**src/shared/dpc_pkg.sv**
```systemverilog
/*
  dpc_pkg: constants of the dual pulse counter.
  Assumes one 250 MHz clock and a 32-bit AXI4-Lite register bus.
*/
package dpc_pkg;
  // structure
  localparam int NUM_CH    = 2;
  localparam int FIELD_W   = 8;
  localparam int CFG_PINS  = 6;
  // register byte offsets
  localparam logic [7:0] OFS_CTRL      = 8'h00;
  localparam logic [7:0] OFS_DEBOUNCE  = 8'h04;
  localparam logic [7:0] OFS_GP_SELECT = 8'h08;
  localparam logic [7:0] OFS_COUNT1    = 8'h0C;
  localparam logic [7:0] OFS_COUNT2    = 8'h10;
  localparam logic [7:0] OFS_POINTS    = 8'h14;
  // control field positions, channel 2 sits CH_STRIDE above channel 1
  localparam int CTRL_SOFT_EN   = 0;
  localparam int CTRL_SOFT_CLR  = 1;
  localparam int CTRL_EN_ALLOW  = 2;
  localparam int CTRL_CLR_ALLOW = 3;
  localparam int CH_STRIDE      = 8;
  // pin roles while a pin serves the counters
  localparam int PIN_PULSE = 0;
  localparam int PIN_EXT_EN = 1;
  localparam int PIN_EXT_CLR = 2;
  localparam int PIN_STRIDE = 3;
  // values after reset
  localparam logic [15:0] CTRL_RESET      = 16'h0000;
  localparam logic [5:0]  GP_SELECT_RESET = 6'h00;
  // debounce codes and highest countable rate
  localparam logic [7:0] DEB_15K  = 8'h02;
  localparam logic [7:0] DEB_10K  = 8'h04;
  localparam logic [7:0] DEB_5K   = 8'h08;
  localparam logic [7:0] DEB_2K5  = 8'h10;
  localparam logic [7:0] DEB_1K   = 8'h28;
  localparam logic [7:0] DEB_RESET = DEB_15K;
  // debounce sample tick
  localparam int CLK_PERIOD_PS   = 4000;
  localparam int DEB_TICK_PS     = 12_500_000;
  localparam int DEB_TICK_CYCLES = DEB_TICK_PS / CLK_PERIOD_PS;
endpackage

```
**src/design/dpc_sync.sv**
```systemverilog
/*
  dpc_sync: two-flop synchroniser for a group of pin levels.
  Assumes the pins are static for at least a few clocks.
*/
`timescale 1ns/1ps
module dpc_sync #(
  parameter int W = 8
) (
  // clock and reset
  input  wire logic         clk_in,
  input  wire logic         rst_in,
  // levels
  input  wire logic [W-1:0] async_in,
  output logic      [W-1:0] sync_out
);
  logic [W-1:0] meta_r;

  // first flop feeds only the second
  always_ff @(posedge clk_in) begin
    if (rst_in) begin
      meta_r   <= '0;
      sync_out <= '0;
    end else begin
      meta_r   <= async_in;
      sync_out <= meta_r;
    end
  end
endmodule

```
**src/design/dpc_channel.sv**
```systemverilog
/*
  dpc_channel: one pulse counting channel with debounce and gating.
  Assumes synchronised inputs and a one-cycle debounce tick.
*/
`timescale 1ns/1ps
module dpc_channel
  import dpc_pkg::*;
(
  // clock, reset and debounce tick
  input  wire logic        clk_in,
  input  wire logic        rst_in,
  input  wire logic        tick_in,
  // software settings
  input  wire logic        soft_en_in,
  input  wire logic        soft_count_clear_in,
  input  wire logic        ext_enable_allow_in,
  input  wire logic        ext_clear_allow_in,
  input  wire logic [7:0]  debounce_code_in,
  // field levels
  input  wire logic        pulse_in,
  input  wire logic        ext_en_in,
  input  wire logic        ext_clr_in,
  // state
  output logic [31:0]      count_out
);
  logic       filt_r;
  logic [7:0] stab_r;
  wire        en_eff   = soft_en_in | (ext_enable_allow_in & ext_en_in);
  wire        clr_eff  = soft_count_clear_in | (ext_clear_allow_in & ext_clr_in);
  wire        differ   = pulse_in != filt_r;
  wire        settle   = differ && tick_in && (stab_r + 8'h01 >= debounce_code_in);
  wire        rise     = settle && pulse_in;

  // debounce: a new level must hold for debounce_code ticks
  always_ff @(posedge clk_in) begin
    if (rst_in) begin
      filt_r <= 1'b0;
      stab_r <= 8'h00;
    end else if (!differ || settle) begin
      filt_r <= pulse_in;
      stab_r <= 8'h00;
    end else if (tick_in) begin
      stab_r <= stab_r + 8'h01;
    end
  end

  // counter: clear wins, then count gated rising edges
  always_ff @(posedge clk_in) begin
    if (rst_in || clr_eff) begin
      count_out <= 32'h0000_0000;
    end else if (en_eff && rise) begin
      count_out <= count_out + 32'h0000_0001;
    end
  end

  a_clear_zero: assert property (@(posedge clk_in) disable iff (rst_in)
    clr_eff |=> count_out == 32'h0000_0000) else $error("count not cleared");
  a_idle_frozen: assert property (@(posedge clk_in) disable iff (rst_in)
    !en_eff && !clr_eff |=> $stable(count_out)) else $error("disabled channel counted");
  a_edge_counts: assert property (@(posedge clk_in) disable iff (rst_in)
    en_eff && !clr_eff && rise |=> count_out == $past(count_out) + 32'h0000_0001)
    else $error("qualified edge not counted");
  a_ext_en_gate: assert property (@(posedge clk_in) disable iff (rst_in)
    !soft_en_in && !ext_enable_allow_in && !clr_eff |=> $stable(count_out))
    else $error("external enable acted while not allowed");
  a_ext_clr_gate: assert property (@(posedge clk_in) disable iff (rst_in)
    ext_clear_allow_in && ext_clr_in |=> count_out == 32'h0000_0000)
    else $error("allowed external clear ignored");
  a_soft_en_acts: assert property (@(posedge clk_in) disable iff (rst_in)
    soft_en_in && !clr_eff && rise |=> count_out != $past(count_out))
    else $error("soft enable did not enable");
  c_counted: cover property (@(posedge clk_in) disable iff (rst_in) en_eff && rise);
  c_ext_enabled: cover property (@(posedge clk_in) disable iff (rst_in)
    !soft_en_in && ext_enable_allow_in && ext_en_in && rise);
endmodule

```
**src/design/dpc_top.sv**
```systemverilog
/*
  dpc_top: dual pulse counter with general-purpose input points,
  reached over an AXI4-Lite slave port.
  Assumes field pins are asynchronous and a single 250 MHz clock.
*/
`timescale 1ns/1ps
module dpc_top
  import dpc_pkg::*;
(
  // clock and reset
  input  wire logic               clk_in,
  input  wire logic               rst_in,
  // axi4-lite write address
  input  wire logic               s_axi_awvalid,
  output logic                    s_axi_awready,
  input  wire logic [7:0]         s_axi_awaddr,
  // axi4-lite write data
  input  wire logic               s_axi_wvalid,
  output logic                    s_axi_wready,
  input  wire logic [31:0]        s_axi_wdata,
  input  wire logic [3:0]         s_axi_wstrb,
  // axi4-lite write response
  output logic                    s_axi_bvalid,
  input  wire logic               s_axi_bready,
  output logic [1:0]              s_axi_bresp,
  // axi4-lite read address
  input  wire logic               s_axi_arvalid,
  output logic                    s_axi_arready,
  input  wire logic [7:0]         s_axi_araddr,
  // axi4-lite read data
  input  wire logic               s_axi_rvalid_unused_in,
  output logic                    s_axi_rvalid,
  input  wire logic               s_axi_rready,
  output logic [31:0]             s_axi_rdata,
  output logic [1:0]              s_axi_rresp,
  // field pins
  input  wire logic [FIELD_W-1:0] field_in
);
  localparam logic [1:0] RESP_OKAY   = 2'b00;
  localparam logic [1:0] RESP_SLVERR = 2'b10;

  // held write request
  logic        aw_full_r;
  logic [7:0]  aw_addr_r;
  logic        w_full_r;
  logic [31:0] w_data_r;
  logic [3:0]  w_strb_r;
  // software settings
  logic [15:0] ctrl_r;
  logic [15:0] debounce_r;
  logic [5:0]  gp_select_r;
  // pin state
  logic [FIELD_W-1:0] pins_sync;
  logic [FIELD_W-1:0] role_pins;
  logic [31:0]        count [NUM_CH];
  // debounce tick divider
  logic [15:0] tick_cnt_r;
  logic        tick_r;

  // handshake decisions
  wire aw_take   = s_axi_awvalid && s_axi_awready;
  wire w_take    = s_axi_wvalid && s_axi_wready;
  wire ar_take   = s_axi_arvalid && s_axi_arready;
  wire wr_fire   = aw_full_r && w_full_r && !s_axi_bvalid;
  assign s_axi_awready = !aw_full_r && !s_axi_bvalid;
  assign s_axi_wready  = !w_full_r && !s_axi_bvalid;
  assign s_axi_arready = !s_axi_rvalid;

  // write address decoding
  wire wr_ctrl  = aw_addr_r == OFS_CTRL;
  wire wr_deb   = aw_addr_r == OFS_DEBOUNCE;
  wire wr_gp    = aw_addr_r == OFS_GP_SELECT;
  wire wr_ro    = aw_addr_r == OFS_COUNT1 || aw_addr_r == OFS_COUNT2
                  || aw_addr_r == OFS_POINTS;
  wire wr_hit   = wr_ctrl || wr_deb || wr_gp || wr_ro;

  // byte-lane merge for the 16-bit settings registers
  wire [15:0] ctrl_nxt = {w_strb_r[1] ? w_data_r[15:8] : ctrl_r[15:8],
                          w_strb_r[0] ? w_data_r[7:0]  : ctrl_r[7:0]};
  wire [15:0] deb_nxt  = {w_strb_r[1] ? w_data_r[15:8] : debounce_r[15:8],
                          w_strb_r[0] ? w_data_r[7:0]  : debounce_r[7:0]};

  // write address and data holding, taken in either order
  always_ff @(posedge clk_in) begin
    if (rst_in) begin
      aw_full_r <= 1'b0;
      aw_addr_r <= 8'h00;
    end else if (aw_take) begin
      aw_full_r <= 1'b1;
      aw_addr_r <= {s_axi_awaddr[7:2], 2'b00};
    end else if (wr_fire) begin
      aw_full_r <= 1'b0;
    end
  end

  always_ff @(posedge clk_in) begin
    if (rst_in) begin
      w_full_r <= 1'b0;
      w_data_r <= 32'h0000_0000;
      w_strb_r <= 4'h0;
    end else if (w_take) begin
      w_full_r <= 1'b1;
      w_data_r <= s_axi_wdata;
      w_strb_r <= s_axi_wstrb;
    end else if (wr_fire) begin
      w_full_r <= 1'b0;
    end
  end

  // settings registers; the channel fields in ctrl and debounce are write-only, gp_select reads back
  always_ff @(posedge clk_in) begin
    if (rst_in) begin
      ctrl_r      <= CTRL_RESET;
      debounce_r  <= {DEB_RESET, DEB_RESET};
      gp_select_r <= GP_SELECT_RESET;
    end else if (wr_fire) begin
      if (wr_ctrl) begin
        ctrl_r <= ctrl_nxt;
      end else if (wr_deb) begin
        debounce_r <= deb_nxt;
      end else if (wr_gp && w_strb_r[0]) begin
        gp_select_r <= w_data_r[5:0];
      end
    end
  end

  // write response: unmapped offsets answer slverr
  always_ff @(posedge clk_in) begin
    if (rst_in) begin
      s_axi_bvalid <= 1'b0;
      s_axi_bresp  <= RESP_OKAY;
    end else if (wr_fire) begin
      s_axi_bvalid <= 1'b1;
      s_axi_bresp  <= wr_hit ? RESP_OKAY : RESP_SLVERR;
    end else if (s_axi_bready) begin
      s_axi_bvalid <= 1'b0;
    end
  end

  // read address decoding; write-only settings read as zero
  wire [7:0] rd_addr = {s_axi_araddr[7:2], 2'b00};
  wire rd_ctrl  = rd_addr == OFS_CTRL;
  wire rd_deb   = rd_addr == OFS_DEBOUNCE;
  wire rd_gp    = rd_addr == OFS_GP_SELECT;
  wire rd_c1    = rd_addr == OFS_COUNT1;
  wire rd_c2    = rd_addr == OFS_COUNT2;
  wire rd_pts   = rd_addr == OFS_POINTS;
  wire rd_hit   = rd_ctrl || rd_deb || rd_gp || rd_c1 || rd_c2 || rd_pts;
  wire [31:0] rd_val = rd_c1  ? count[0] :
                       rd_c2  ? count[1] :
                       rd_gp  ? {26'h000_0000, gp_select_r} :
                       rd_pts ? {24'h00_0000, pins_sync} :
                       32'h0000_0000;

  // read data register
  always_ff @(posedge clk_in) begin
    if (rst_in) begin
      s_axi_rvalid <= 1'b0;
      s_axi_rdata  <= 32'h0000_0000;
      s_axi_rresp  <= RESP_OKAY;
    end else if (ar_take) begin
      s_axi_rvalid <= 1'b1;
      s_axi_rdata  <= rd_val;
      s_axi_rresp  <= rd_hit ? RESP_OKAY : RESP_SLVERR;
    end else if (s_axi_rready) begin
      s_axi_rvalid <= 1'b0;
    end
  end

  // debounce sample tick, one cycle every DEB_TICK_CYCLES
  always_ff @(posedge clk_in) begin
    if (rst_in) begin
      tick_cnt_r <= 16'h0000;
      tick_r     <= 1'b0;
    end else if (tick_cnt_r == 16'(DEB_TICK_CYCLES - 1)) begin
      tick_cnt_r <= 16'h0000;
      tick_r     <= 1'b1;
    end else begin
      tick_cnt_r <= tick_cnt_r + 16'h0001;
      tick_r     <= 1'b0;
    end
  end

  // pin synchroniser
  dpc_sync #(
    .W (FIELD_W)
  ) u_sync (
    .clk_in   (clk_in),
    .rst_in   (rst_in),
    .async_in (field_in),
    .sync_out (pins_sync)
  );

  // a pin given to the points shows as low to the counters
  assign role_pins = pins_sync & {2'b00, ~gp_select_r};

  // two independent channels
  for (genvar c = 0; c < NUM_CH; c++) begin : g_ch
    dpc_channel u_ch (
      .clk_in              (clk_in),
      .rst_in              (rst_in),
      .tick_in             (tick_r),
      .soft_en_in          (ctrl_r[c*CH_STRIDE + CTRL_SOFT_EN]),
      .soft_count_clear_in (ctrl_r[c*CH_STRIDE + CTRL_SOFT_CLR]),
      .ext_enable_allow_in (ctrl_r[c*CH_STRIDE + CTRL_EN_ALLOW]),
      .ext_clear_allow_in  (ctrl_r[c*CH_STRIDE + CTRL_CLR_ALLOW]),
      .debounce_code_in    (debounce_r[c*8 +: 8]),
      .pulse_in            (role_pins[c*PIN_STRIDE + PIN_PULSE]),
      .ext_en_in           (role_pins[c*PIN_STRIDE + PIN_EXT_EN]),
      .ext_clr_in          (role_pins[c*PIN_STRIDE + PIN_EXT_CLR]),
      .count_out           (count[c])
    );
  end

  a_debounce_boot: assert property (@(posedge clk_in)
    rst_in |=> debounce_r == {DEB_15K, DEB_15K}) else $error("debounce not 15 kHz after reset");
  a_count_readback: assert property (@(posedge clk_in) disable iff (rst_in)
    ar_take && rd_c2 |=> s_axi_rvalid && s_axi_rdata == $past(count[1]))
    else $error("count 2 read wrong");
  a_points_order: assert property (@(posedge clk_in) disable iff (rst_in)
    ar_take && rd_pts |=> s_axi_rdata[7:0] == $past(pins_sync) && s_axi_rdata[31:8] == 24'h00_0000)
    else $error("points packed wrong");
  a_count_ro: assert property (@(posedge clk_in) disable iff (rst_in)
    wr_fire && wr_ro |=> $stable(ctrl_r) && $stable(debounce_r) && $stable(gp_select_r))
    else $error("write to read-only offset changed settings");
  a_gp_masks: assert property (@(posedge clk_in) disable iff (rst_in)
    gp_select_r[0] |-> !role_pins[0]) else $error("gp pin still drives counter");
  a_bresp_hold: assert property (@(posedge clk_in) disable iff (rst_in)
    s_axi_bvalid && !s_axi_bready |=> s_axi_bvalid && $stable(s_axi_bresp))
    else $error("write response dropped");
  a_write_answer: assert property (@(posedge clk_in) disable iff (rst_in)
    wr_fire |=> s_axi_bvalid) else $error("write not answered");
  c_write_done: cover property (@(posedge clk_in) disable iff (rst_in) s_axi_bvalid && s_axi_bready);
  c_read_count: cover property (@(posedge clk_in) disable iff (rst_in) ar_take && rd_c1);
  c_bad_addr: cover property (@(posedge clk_in) disable iff (rst_in) ar_take && !rd_hit);
endmodule

```
**config.mk**
```make
export PLATFORM = sky130hd
export DESIGN_NAME = dpc_top
export DESIGN_NICKNAME = d
export VERILOG_FILES = /design/src/shared/dpc_pkg.sv /design/src/design/dpc_sync.sv /design/src/design/dpc_channel.sv /design/src/design/dpc_top.sv
export SDC_FILE = /design/constraint.sdc
export NUM_CORES = 1
export LEC_CHECK = 0
export ABC_CLOCK_PERIOD_IN_PS = 6300
export BUFFER_PORTS_ARGS = -buffer_cell sky130_fd_sc_hd__buf_2
export CAP_MARGIN = 10
export CORE_ASPECT_RATIO = 1.4
export CORE_MARGIN = 2
export CORE_UTILIZATION = 62
export CTS_BUF_LIST = sky130_fd_sc_hd__clkbuf_16
export CTS_CLUSTER_SIZE = 16
export DETAILED_ROUTE_END_ITERATION = 7
export PLACE_DENSITY = 0.84
export RECOVER_POWER = 100
export SYNTH_ARGS = -nofsm -noshare
export SYNTH_HDL_FRONTEND = slang
export SYNTH_SLANG_ARGS = --single-unit
```
**constraint.sdc**
```tcl
create_clock -name clk_in -period 6.3 [get_ports clk_in]
set_input_delay 0.63 -clock clk_in [delete_from_list [all_inputs] [get_ports clk_in]]
set_output_delay 0.63 -clock clk_in [all_outputs]
set_load 0.01 [all_outputs]
```
==> metrics, run 1 <==
result of the run=finished with violations; failing checks=max-capacitance violations, max-slew violations; unrepaired setup endpoints after global routing=no; detailed route wirelength on metal2=11600 um; area occupied by multi-input gates=5220 um^2; total negative setup slack=0 ps; htree depth=1; static leakage power=3.98 nW; diodes inserted=0; Max-Slew Margin vs Limit=-75.2%; floorplan row count=54; average instance area after synthesis=8.80 um^2; flip-flop and latch count after synthesis=207; worst-case clock buffer depth=3; overall die area=16900 um^2; starting density of the core=63.2%; Pins Over Slew Limit=225; drt first-iter violations=517; vias after detailed routing=8543; Post-CTS Hold Fix Bufs=0; asr flop ratio synth=0%; logic gate share of total power=5.0%; Hold Path Sink=s_axi_rvalid$_SDFFE_PP0P_; PnR Total Power=2.84 mW; sequential group share of total power=48.2%; gr ovfl total=0; die boundary width=110 um; end of the worst register-to-register path=g_ch[1].u_ch.stab_r[0]$_SDFFE_PP0P_; Final Cycle Share=67.6%; root buffer selected by CTS=sky130_fd_sc_hd__clkbuf_16; hold path startpoint=s_axi_rready; adder and majority gate portion of the synthesized area=2.80%; gr usage total=28.4%; flop2flop setup slack=2040 ps; post-synth cell types=61; net switching power figure=629 uW; kind of end point of the critical path=flip-flop; die height=153 um; DRC violations left=0; total CTS buffers=21; setup clock skew after layout=8.01 ps; Synth Area in XOR/XNOR=3.75%; worst-path cell with the longest stage delay=sky130_fd_sc_hd__clkbuf_1; number of sinks on the clock net=207; filler cell count in the final layout=1242; Port Buffer Count=83; Syn Std Cell Area=9820 um^2; core region area=15500 um^2; critical path class=reg2reg; top routing layer in use=met5; sum of routed wire length over all layers=23800 um; final setup fails=0; final hold violations=0; fraction of layout cells with a size suffix above 1=9.37%; slew at the pin with the worst max-slew slack=2630 ps; gate count after technology mapping=1116; internal power summed over all cells=2.21 mW; first-pass GRT wire length=38500 um; cts repair resizes=0; main combinational cell family by area after synthesis=simple AND/OR/NAND/NOR gates; Largest stage delay, worst path=1390 ps; leading register cell type out of synthesis=sky130_fd_sc_hd__dfxtp_1; clock tree from TritonCTS=yes; sum of met3 wire segment lengths after detailed routing=1220 um; sum of routed wire segments on met1=9490 um; Highest Clock Rate=0.235 GHz; required time worst endpoint=6730 ps; per-cell routed wire length=17.4 um; multiplexer area fraction after synthesis=4.52%; post-route ant nets=0; launching element type of the critical path=flip-flop; data arrival at the endpoint of the critical path=4680 ps; clk slew on worst S/H paths=60 ps; cell-by-cell trace of the critical path=and3_1, and3_1, nand3_1, xnor2_1, ha_1, a21oi_1, o21a_1, o31a_1, clkbuf_1, o21ai_1, nor2_1; startpoint of the most critical register-to-register path=g_ch[1].u_ch.stab_r[2]$_SDFFE_PP0P_; Crit Path Max Fanout=52; final worst path period need=4260 ps; share of the yosys chip area belonging to registers=42.2%; VDD IR-drop max=0.214 mV; Clk Latency, worst-skew pair=500 ps; total half-perimeter wirelength after legalization and detailed placement=16200 um; portion of total power attributed to the clock network=46.8%; number of enable-type register cells in the synthesized netlist=0; Reg area=4140 um^2; simple logic cell fraction of the synthesized area=23.1%; count of cells along the worst register-to-register path=11; number of vias per cell after detailed routing=6.24; most repeated library cell on the critical path=sky130_fd_sc_hd__and3_1; antenna violations before repair=1; number of detailed-route iterations in the first pass=5; class of the worst hold path=in2reg; number of top-level pins=109; largest net degree at the start of global routing=67; area overhead of the layout relative to synthesis=11.6%; Placer Congestion=0.833; number of max-capacitance violations reported=4; worst hold slack=319 ps; via count of the first global-routing pass=7961; Net Sw Frac=22.2%; worst hold path cell count=2; Nets=1251; power per cell area=259 nW/um^2; synth warn=0; # Post-CTS Setup Buffers=0; compound-cell area share of the yosys netlist=18.7%
## registers in the layout (all words and copies together), names as in the netlist, 2 cells and up
register / count
aw_addr_r: 6
ctrl_r: 8
debounce_r: 16
g_ch.u_ch.count_out: 64
g_ch.u_ch.filt_r: 2
g_ch.u_ch.stab_r: 16
gp_select_r: 6
s_axi_rdata: 32
tick_cnt_r: 16
u_sync.meta_r: 8
u_sync.sync_out: 8
w_data_r: 16
w_strb_r: 2
## power by group through the flow
stage          Combinational, mW  Clock, mW  Sequential (mW)
3_3_place_gp               0.140          0             1.39
4_1_cts                    0.144       1.35             1.37
2_1_floorplan             0.0874          0             1.40
6_report                   0.141       1.33             1.37
5_1_grt                    0.158       1.39             1.37
3_5_place_dp               0.143          0             1.40
## synthesized netlist by cell type (all sizes together) (8+ instances only)
| cell | instances | share of area [%] |
|---|---|---|
| dfxtp | 207 | 42 |
| nor2 | 130 | 5.0 |
| a21oi | 78 | 4.0 |
| nand2 | 73 | 2.8 |
| clkbuf | 55 | 2.1 |
| inv | 43 | 1.6 |
| mux2i | 41 | 4.2 |
| nand3 | 40 | 2.0 |
| o31ai | 33 | 2.5 |
| a22oi | 32 | 2.4 |
| nand4 | 32 | 2.5 |
| or4 | 30 | 2.3 |
| a211oi | 29 | 2.2 |
| xor2 | 28 | 2.5 |
| ha | 22 | 2.8 |
| nor2b | 21 | 1.3 |
| buf | 20 | 1.1 |
| and3 | 19 | 1.2 |
| nor4 | 19 | 1.7 |
| o2111ai | 17 | 1.5 |
| nor3 | 14 | 0.71 |
| xnor2 | 14 | 1.2 |
| nand2b | 13 | 0.83 |
| a41o | 12 | 1.3 |
| o21a | 12 | 0.92 |
| o31a | 9 | 0.80 |
| a311oi | 8 | 0.71 |
| o21ai | 8 | 0.41 |
## metrics by stage
step / util (%) / instances / setup WS (ps) / cell area [um^2]
floorplan: - / 1117 / 3610 / 9820
global placement: 66.2 / 1334 / 3160 / 10300
detailed placement: 66.2 / 1334 / 3090 / 10300
CTS: 70.9 / 1370 / 3200 / 11000
global route: 70.5 / 1370 / 1600 / 11000
finish: 70.5 / 1370 / 2040 / 11000
## worst max-delay path: cells and delay by family, from the launching register on
| family | cells | cell delay, ps |
|---|---|---|
| AO/OA/AOI/OAI | 4 | 1110 |
| AND/OR/NAND/NOR | 4 | 830 |
| flip-flops | 1 | 390 |
| adder cells (fa/ha/maj) | 1 | 320 |
| buffers and inverters | 1 | 1390 |
| XOR/XNOR | 1 | 140 |
## logic make-up (layout without fill, tap and decap cells)
| logic type | count (synthesis) | after routing |
|---|---|---|
| DFF | 207 | 207 |
| AOI/OAI and AO/OA | 256 | 256 |
| other | 1 | 2 |
| muxes | 44 | 44 |
| adders and majority gates | 22 | 22 |
| and+or+nand+nor | 426 | 426 |
| buffers and inverters | 118 | 175 |
| xor gates and xnor gates | 42 | 42 |
## per-layer routing
layer	up-vias	GRT usage, %
li1	4176	-
met1	3997	33.8
met2	275	46.6
met3	93	5.16
met4	2	17.4
met5	-	0
## worst max-delay path by stage
stage | start | endpoint | cells after the start
2_1_floorplan | g_ch[0].u_ch.stab_r[2]$_SDFFE_PP0P_ | g_ch[0].u_ch.count_out[2]$_SDFFE_PP0P_ | 10
6_report | g_ch[1].u_ch.stab_r[2]$_SDFFE_PP0P_ | g_ch[1].u_ch.stab_r[0]$_SDFFE_PP0P_ | 11
5_1_grt | g_ch[1].u_ch.stab_r[0]$_SDFFE_PP0P_ | g_ch[1].u_ch.stab_r[4]$_SDFFE_PP0P_ | 11
3_3_place_gp | s_axi_araddr[7] | s_axi_rdata[11]$_SDFFE_PP0P_ | 6
4_1_cts | g_ch[1].u_ch.stab_r[2]$_SDFFE_PP0P_ | g_ch[1].u_ch.count_out[8]$_SDFFE_PP0P_ | 10
3_5_place_dp | s_axi_araddr[7] | s_axi_rdata[8]$_SDFFE_PP0P_ | 6
## layout make-up
class	instances	share of cell area (%)
inverter	43	1.47
timing repair buffer	96	4.12
sequential	207	37.8
clock buffer	21	4.80
clock inverter	15	1.87
tap	196	2.24
multi-input combinational	792	47.7
## cell usage in the layout (no fill, tap or decap), types with 5 or more instances in the layout
cell	instances
sky130_fd_sc_hd__a32oi_1	6
sky130_fd_sc_hd__a211oi_1	29
sky130_fd_sc_hd__nor4_1	16
sky130_fd_sc_hd__nor2b_1	20
sky130_fd_sc_hd__or2_2	7
sky130_fd_sc_hd__a311oi_1	8
sky130_fd_sc_hd__nand2b_1	13
sky130_fd_sc_hd__nand3_1	40
sky130_fd_sc_hd__ha_1	22
sky130_fd_sc_hd__nand2_1	73
sky130_fd_sc_hd__mux2i_1	41
sky130_fd_sc_hd__o21a_1	12
sky130_fd_sc_hd__inv_1	44
sky130_fd_sc_hd__o31ai_1	33
sky130_fd_sc_hd__xor2_1	28
sky130_fd_sc_hd__o31a_1	9
sky130_fd_sc_hd__nand4_1	29
sky130_fd_sc_hd__nor2_1	130
sky130_fd_sc_hd__bufinv_16	5
sky130_fd_sc_hd__xnor2_1	14
sky130_fd_sc_hd__dfxtp_1	207
sky130_fd_sc_hd__and3_1	19
sky130_fd_sc_hd__a22oi_1	32
sky130_fd_sc_hd__or4_1	29
sky130_fd_sc_hd__a41o_1	9
sky130_fd_sc_hd__and2_1	7
sky130_fd_sc_hd__clkbuf_1	43
sky130_fd_sc_hd__clkbuf_16	21
sky130_fd_sc_hd__buf_2	43
sky130_fd_sc_hd__nor3_1	14
sky130_fd_sc_hd__buf_4	10
sky130_fd_sc_hd__a21oi_1	78
sky130_fd_sc_hd__and3b_1	5
sky130_fd_sc_hd__o2111ai_1	16
sky130_fd_sc_hd__o21ai_0	6
(Power assumes the default switching activity.)
==> run 2, diff against run 1 <==
--- a/config.mk
+++ b/config.mk
@@ -5,16 +5,16 @@
 export SDC_FILE = /design/constraint.sdc
 export NUM_CORES = 1
 export LEC_CHECK = 0
-export ABC_CLOCK_PERIOD_IN_PS = 6300
+export ABC_CLOCK_PERIOD_IN_PS = 4300
 export BUFFER_PORTS_ARGS = -buffer_cell sky130_fd_sc_hd__buf_2
 export CAP_MARGIN = 10
 export CORE_ASPECT_RATIO = 1.4
 export CORE_MARGIN = 2
-export CORE_UTILIZATION = 62
+export CORE_UTILIZATION = 59
 export CTS_BUF_LIST = sky130_fd_sc_hd__clkbuf_16
 export CTS_CLUSTER_SIZE = 16
 export DETAILED_ROUTE_END_ITERATION = 7
-export PLACE_DENSITY = 0.84
+export PLACE_DENSITY = 0.8
 export RECOVER_POWER = 100
 export SYNTH_ARGS = -nofsm -noshare
 export SYNTH_HDL_FRONTEND = slang
==> constraint.sdc (replaced) <==
create_clock -name clk_in -period 4.3 [get_ports clk_in]
set_input_delay 0.43 -clock clk_in [delete_from_list [all_inputs] [get_ports clk_in]]
set_output_delay 0.43 -clock clk_in [all_outputs]
set_load 0.01 [all_outputs]
==> metrics, run 2 (synthesized netlist as in run 1, its figures left out) <==
result of the run=finished with violations (unchanged); failing checks=design-rule violations, max-capacitance violations, max-slew violations (was max-capacitance violations, max-slew violations); worst-path cell with the longest stage delay=sky130_fd_sc_hd__o21ai_1 (was sky130_fd_sc_hd__clkbuf_1); number of vias per cell after detailed routing=6.19 (was 6.24); clk slew on worst S/H paths=60 ps (about the same); instance area at placement=10300 um^2 (about the same); Setup Slack @ Placement=1110 ps (was 3090 ps); diodes inserted=0 (unchanged); floorplan row count=55 (was 54); critical path class=reg2reg (unchanged); VDD IR-drop max=0.328 mV (was 0.214 mV); Largest stage delay, worst path=740 ps (was 1390 ps); register with the most flip-flops=g_ch.u_ch.count_out (unchanged); htree depth=1 (unchanged); total half-perimeter wirelength after legalization and detailed placement=16500 um (was 16200 um); final hold violations=0 (unchanged); root buffer selected by CTS=sky130_fd_sc_hd__clkbuf_16 (unchanged); number of max-capacitance violations reported=1 (was 4); fraction of layout cells with a size suffix above 1=9.34% (was 9.37%); gr ovfl total=0 (unchanged); power per cell area=364 nW/um^2 (was 259 nW/um^2); Placer Congestion=0.889 (was 0.833); Crit Path Max Fanout=52 (unchanged); die boundary width=113 um (was 110 um); die height=157 um (was 153 um); Post-CTS Hold Fix Bufs=0 (unchanged); via count of the first global-routing pass=8000 (was 7961); total negative setup slack=0 ps (unchanged); final worst path period need=3380 ps (was 4260 ps); post-route ant nets=0 (unchanged); registers with the highest flip-flop counts=g_ch.u_ch.count_out: 64 flops, s_axi_rdata: 32 flops (unchanged); Largest delay share family, worst path=compound AO/OA/AOI/OAI gates (was buffers and inverters); required time worst endpoint=4640 ps (was 6730 ps); static leakage power=3.95 nW (was 3.98 nW); class of the worst hold path=in2reg (unchanged); number of placed instances with taps included=1341 (was 1334); sum of routed wire length over all layers=23700 um (was 23800 um); overall die area=17700 um^2 (was 16900 um^2); Clk Latency, worst-skew pair=500 ps (about the same); slew at the pin with the worst max-slew slack=1970 ps (was 2630 ps); Finished Cell Area=10900 um^2 (was 11000 um^2); Final Cycle Share=78.6% (was 67.6%); launching element type of the critical path=flip-flop (unchanged); cts repair resizes=0 (unchanged); Port Buffer Count=83 (unchanged); most common cell after layout, fill and taps aside=sky130_fd_sc_hd__dfxtp_1 (unchanged); number of buffer and inverter instances along the worst setup path=1 (unchanged); leading cell types in the layout, fill and taps excluded=sky130_fd_sc_hd__dfxtp_1 (207), sky130_fd_sc_hd__nor2_1 (130), sky130_fd_sc_hd__a21oi_1 (78) (unchanged); core region area=16200 um^2 (was 15500 um^2); first-pass GRT wire length=39400 um (was 38500 um); gr usage total=26.9% (was 28.4%); DRC violations left=5 (was 0); largest net degree at the start of global routing=78 (was 67); worst hold slack=124 ps (was 319 ps); clock tree from TritonCTS=yes (unchanged); starting density of the core=60.5% (was 63.2%); setup clock skew after layout=15.7 ps (was 8.01 ps); Nets=1254 (was 1251); worst-case clock buffer depth=3 (unchanged); number of top-level pins=109 (unchanged); Pins Over Slew Limit=43 (was 225); area overhead of the layout relative to synthesis=11.0% (was 11.6%); flip-flop count of the largest register after layout=64 (unchanged); data arrival at the endpoint of the critical path=3720 ps (was 4680 ps); PnR Total Power=3.97 mW (was 2.84 mW); antenna violations before repair=0 (was 1); Highest Clock Rate=0.296 GHz (was 0.235 GHz); # Post-CTS Setup Buffers=0 (unchanged); end-of-flow core utilization=67.1% (was 70.5%); count of non-filler cells in the finished layout=1377 (was 1370); Max-Slew Margin vs Limit=-31.3% (was -75.2%); kind of end point of the critical path=flip-flop (unchanged); final setup fails=0 (unchanged); cell-by-cell trace of the critical path=and3_1, and3_1, nand3_1, xnor2_1, ha_1, nand4_1, o31a_1, clkbuf_2, o21ai_1, nor2_1 (was and3_1, and3_1, nand3_1, xnor2_1, ha_1, a21oi_1, o21a_1, o31a_1, clkbuf_1, o21ai_1, nor2_1); drt first-iter violations=565 (was 517); most repeated library cell on the critical path=sky130_fd_sc_hd__and3_1 (unchanged); filler cell count in the final layout=1377 (was 1242); number of detailed-route iterations in the first pass=8 (was 5); total CTS buffers=20 (was 21); final worst setup slack=921 ps (was 2040 ps); vias after detailed routing=8518 (was 8543); number of sinks on the clock net=207 (unchanged); unrepaired setup endpoints after global routing=no (unchanged); per-cell routed wire length=17.2 um (was 17.4 um)
[run 2: changes by cell type in the layout (fill, tap and decap cells not counted)]
cell and change:
sky130_fd_sc_hd__clkinv_4 +1, sky130_fd_sc_hd__clkbuf_2 +1, sky130_fd_sc_hd__nor4_1 -1, sky130_fd_sc_hd__and2_1 -1
sky130_fd_sc_hd__bufinv_16 -3, sky130_fd_sc_hd__clkbuf_1 +3, sky130_fd_sc_hd__nor4_2 +1, sky130_fd_sc_hd__clkinv_2 +1
sky130_fd_sc_hd__and2_0 +1, sky130_fd_sc_hd__inv_1 +1, sky130_fd_sc_hd__inv_6 -1, sky130_fd_sc_hd__clkinv_1 +1
[run 2: worst paths after layout]
path                                  startpoint                             endpoint  slack, ps  depth (start not counted)
min                                 s_axi_rready            s_axi_rvalid$_SDFFE_PP0P_        120                          2
max reg2reg  g_ch[1].u_ch.stab_r[0]$_SDFFE_PP0P_  g_ch[1].u_ch.stab_r[5]$_SDFFE_PP0P_        920                         10
max          g_ch[1].u_ch.stab_r[0]$_SDFFE_PP0P_  g_ch[1].u_ch.stab_r[5]$_SDFFE_PP0P_        920                         10
min reg2reg          u_sync.meta_r[5]$_SDFF_PP0_        u_sync.sync_out[5]$_SDFF_PP0_        430                          1
[run 2: power by group]
| part | internal (mW) | switching, mW |
|---|---|---|
| Sequential | 1.97 | 0.0365 |
| Clock | 1.01 | 0.757 |
| Combinational | 0.0746 | 0.128 |
[run 2: final cells by class]
| cell class | count | area (um^2) | share of cell area [%] |
|---|---|---|---|
| well taps | 199 | 249 | 2.28 |
| flip-flops and latches | 207 | 4140 | 38.0 |
| repair buffers | 100 | 468 | 4.29 |
| multi-input cells | 792 | 5230 | 47.9 |
| clock buffers | 21 | 526 | 4.82 |
| inverters | 43 | 161 | 1.48 |
| clock inverters | 15 | 128 | 1.17 |
[run 2: metal layers]
metal / wire [um] / track usage, % / vias to the layer above / part of all wire, %
li1: - / - / 4185 / -
met1: 9460 / 31.9 / 3992 / 40
met2: 11900 / 48.2 / 280 / 50
met3: 1290 / 3.02 / 61 / 5.4
met4: 1060 / 12.7 / 0 / 4.5
met5: 0 / 0 / - / 0
==> run 3, diff against run 2 <==
--- a/config.mk
+++ b/config.mk
@@ -5,16 +5,16 @@
 export SDC_FILE = /design/constraint.sdc
 export NUM_CORES = 1
 export LEC_CHECK = 0
-export ABC_CLOCK_PERIOD_IN_PS = 4300
+export ABC_CLOCK_PERIOD_IN_PS = 2900
 export BUFFER_PORTS_ARGS = -buffer_cell sky130_fd_sc_hd__buf_2
 export CAP_MARGIN = 10
 export CORE_ASPECT_RATIO = 1.4
 export CORE_MARGIN = 2
-export CORE_UTILIZATION = 59
+export CORE_UTILIZATION = 53
 export CTS_BUF_LIST = sky130_fd_sc_hd__clkbuf_16
 export CTS_CLUSTER_SIZE = 16
 export DETAILED_ROUTE_END_ITERATION = 7
-export PLACE_DENSITY = 0.8
+export PLACE_DENSITY = 0.76
 export RECOVER_POWER = 100
 export SYNTH_ARGS = -nofsm -noshare
 export SYNTH_HDL_FRONTEND = slang
==> constraint.sdc (replaced) <==
create_clock -name clk_in -period 2.9 [get_ports clk_in]
set_input_delay 0.29 -clock clk_in [delete_from_list [all_inputs] [get_ports clk_in]]
set_output_delay 0.29 -clock clk_in [all_outputs]
set_load 0.01 [all_outputs]
==> metrics, run 3 (synthesized netlist as in run 1, its figures left out) <==
first-pass GRT wire length=39600 um (was 39400 um); slew at the pin with the worst max-slew slack=1330 ps (was 1970 ps); logic gate share of total power=5.2% (was 5.1%); clock tree from TritonCTS=yes (unchanged); class of the worst hold path=in2reg (unchanged); Largest stage delay, worst path=490 ps (was 740 ps); total half-perimeter wirelength after legalization and detailed placement=17000 um (was 16500 um); most repeated library cell on the critical path=sky130_fd_sc_hd__and3_4 (was sky130_fd_sc_hd__and3_1); core region area=18100 um^2 (was 16200 um^2); die boundary width=119 um (was 113 um); diodes inserted=0 (unchanged); Highest Clock Rate=0.345 GHz (was 0.296 GHz); die height=165 um (was 157 um); final setup fails=0 (unchanged); DRC violations left=0 (was 5); number of buffer and inverter instances along the worst setup path=2 (was 1); root buffer selected by CTS=sky130_fd_sc_hd__clkbuf_16 (unchanged); leading cell types in the layout, fill and taps excluded=sky130_fd_sc_hd__dfxtp_1 (204), sky130_fd_sc_hd__nor2_1 (129), sky130_fd_sc_hd__a21oi_1 (76) (was sky130_fd_sc_hd__dfxtp_1 (207), sky130_fd_sc_hd__nor2_1 (130), sky130_fd_sc_hd__a21oi_1 (78)); largest net degree at the start of global routing=71 (was 78); result of the run=complete, no violations (was finished with violations); number of vias per cell after detailed routing=6.03 (was 6.19); Net Sw Frac=23.9% (was 23.2%); overall die area=19600 um^2 (was 17700 um^2); htree depth=1 (unchanged); portion of total power attributed to the clock network=44.0% (was 44.5%); total CTS buffers=21 (was 20); Nets=1286 (was 1254); starting density of the core=54.3% (was 60.5%); most common cell after layout, fill and taps aside=sky130_fd_sc_hd__dfxtp_1 (unchanged); vias after detailed routing=8730 (was 8518); required time worst endpoint=3330 ps (was 4640 ps); power per cell area=519 nW/um^2 (was 364 nW/um^2); cell-by-cell trace of the critical path=and3_4, and3_4, nand3_2, xnor2_1, ha_1, nand4_1, o31a_4, buf_6, buf_4, or4_1, a21oi_1 (was and3_1, and3_1, nand3_1, xnor2_1, ha_1, nand4_1, o31a_1, clkbuf_2, o21ai_1, nor2_1); Port Buffer Count=83 (unchanged); kind of end point of the critical path=flip-flop (unchanged); Final Cycle Share=99.9% (was 78.6%); setup clock skew after layout=9.97 ps (was 15.7 ps); number of sinks on the clock net=207 (unchanged); sequential group share of total power=50.8% (was 50.4%); Placer Congestion=0.825 (was 0.889); start point of the critical path=g_ch[0].u_ch.stab_r[1]$_SDFFE_PP0P_ (was g_ch[1].u_ch.stab_r[0]$_SDFFE_PP0P_); area overhead of the layout relative to synthesis=14.9% (was 11.0%); worst-case clock buffer depth=3 (unchanged); unrepaired setup endpoints after global routing=yes (was no); gr usage total=24.4% (was 26.9%); Clk Latency, worst-skew pair=500 ps (about the same); filler cell count in the final layout=1598 (was 1377); floorplan row count=58 (was 55); per-cell routed wire length=17.1 um (was 17.2 um); Crit Path Max Fanout=6 (was 52); sum of routed wire length over all layers=24800 um (was 23700 um); Pins Over Slew Limit=0 (was 43); startpoint of the most critical register-to-register path=g_ch[0].u_ch.stab_r[1]$_SDFFE_PP0P_ (was g_ch[1].u_ch.stab_r[0]$_SDFFE_PP0P_); launching element type of the critical path=flip-flop (unchanged); drt first-iter violations=620 (was 565); flop2flop setup slack=2 ps (was 920 ps); post-route ant nets=0 (unchanged); Finished Cell Area=11300 um^2 (was 10900 um^2); instance area at placement=10500 um^2 (was 10300 um^2); final hold violations=0 (unchanged); number of detailed-route iterations in the first pass=6 (was 8); number of placed instances with taps included=1400 (was 1341); data arrival at the endpoint of the critical path=3330 ps (was 3720 ps); clk slew on worst S/H paths=70 ps (was 60 ps); internal power summed over all cells=4.46 mW (was 3.05 mW); hold path startpoint=field_in[0] (was s_axi_rready); critical path class=reg2reg (unchanged); register with the most flip-flops=g_ch.u_ch.count_out (unchanged); Largest delay share family, worst path=simple AND/OR/NAND/NOR gates (was compound AO/OA/AOI/OAI gates); VDD IR-drop max=0.473 mV (was 0.328 mV); antenna violations before repair=0 (unchanged); via count of the first global-routing pass=8122 (was 8000); fraction of layout cells with a size suffix above 1=12.9% (was 9.34%); registers with the highest flip-flop counts=g_ch.u_ch.count_out: 64 flops, s_axi_rdata: 32 flops (unchanged); worst-path cell with the longest stage delay=sky130_fd_sc_hd__or4_1 (was sky130_fd_sc_hd__o21ai_1); PnR Total Power=5.85 mW (was 3.97 mW); flip-flop count of the largest register after layout=64 (unchanged); number of top-level pins=109 (unchanged); number of max-capacitance violations reported=0 (was 1); final worst path period need=2900 ps (was 3380 ps); gr ovfl total=0 (unchanged); static leakage power=4.10 nW (was 3.95 nW); Max-Slew Margin vs Limit=11.3% (was -31.3%); net switching power figure=1.40 mW (was 921 uW); count of non-filler cells in the finished layout=1448 (was 1377)
-- run 3: metal layers --
metal | vias up | GRT usage [%] | part of all wire [%]
met5 | - | 0 | 0
met4 | 0 | 10.9 | 4.1
met3 | 63 | 2.90 | 5.5
met2 | 306 | 44.1 | 50
met1 | 4116 | 28.9 | 41
li1 | 4245 | - | -
-- run 3: layout make-up --
cell class              instances  area, um^2  share of cell area [%]
well taps                     240         300                    2.66
inverters                      43         161                    1.43
multi-input cells             792        5280                    46.8
repair buffers                131         753                    6.68
flip-flops and latches        207        4150                    36.8
clock inverters                14         119                    1.05
clock buffers                  21         526                    4.66
-- run 3: what timing repair did --
action / CTS / global route
setup buffers: 0 / 9
endpoints found under the setup margin: 16 / 54
pin swaps: 0 / 8
gates cloned: 0 / 1
hold endpoints to repair: 3 / 0
hold buffers: 3 / 0
resized for setup: 3 / 20
-- run 3: power groups by stage --
stage | sequential (mW) | clock, mW | combinational [mW]
after floorplan | 3.03 | 0 | 0.190
after detailed placement | 3.04 | 0 | 0.314
after CTS | 2.97 | 2.61 | 0.319
after global placement | 3.03 | 0 | 0.309
final | 2.97 | 2.58 | 0.306
after global routing | 2.98 | 2.72 | 0.343
-- run 3: path summary, 6_finish.rpt --
| path | to | cells past startpoint |
|---|---|---|
| hold reg to reg | u_sync.sync_out[6]$_SDFF_PP0_ | 1 |
| hold / removal | u_sync.meta_r[0]$_SDFF_PP0_ | 2 |
| setup reg to reg | g_ch[0].u_ch.count_out[3]$_SDFFE_PP0P_ | 11 |
| setup / recovery | g_ch[0].u_ch.count_out[3]$_SDFFE_PP0P_ | 11 |
-- run 3: metrics by stage --
step / worst slack [ps] / TNS (ps) / hold WS (ps) / utilization [%]
final: 2.40 / 0 / 7.72 / 62.4
after floorplan: 214 / 0 / 389 / -
after detailed placement: -33.3 / -212 / 424 / 58.2
after global placement: 53.9 / 0 / 421 / 58.2
after CTS: -15.7 / -15.7 / 2.85 / 62.0
after global routing: -96.7 / -814 / 17.2 / 62.4
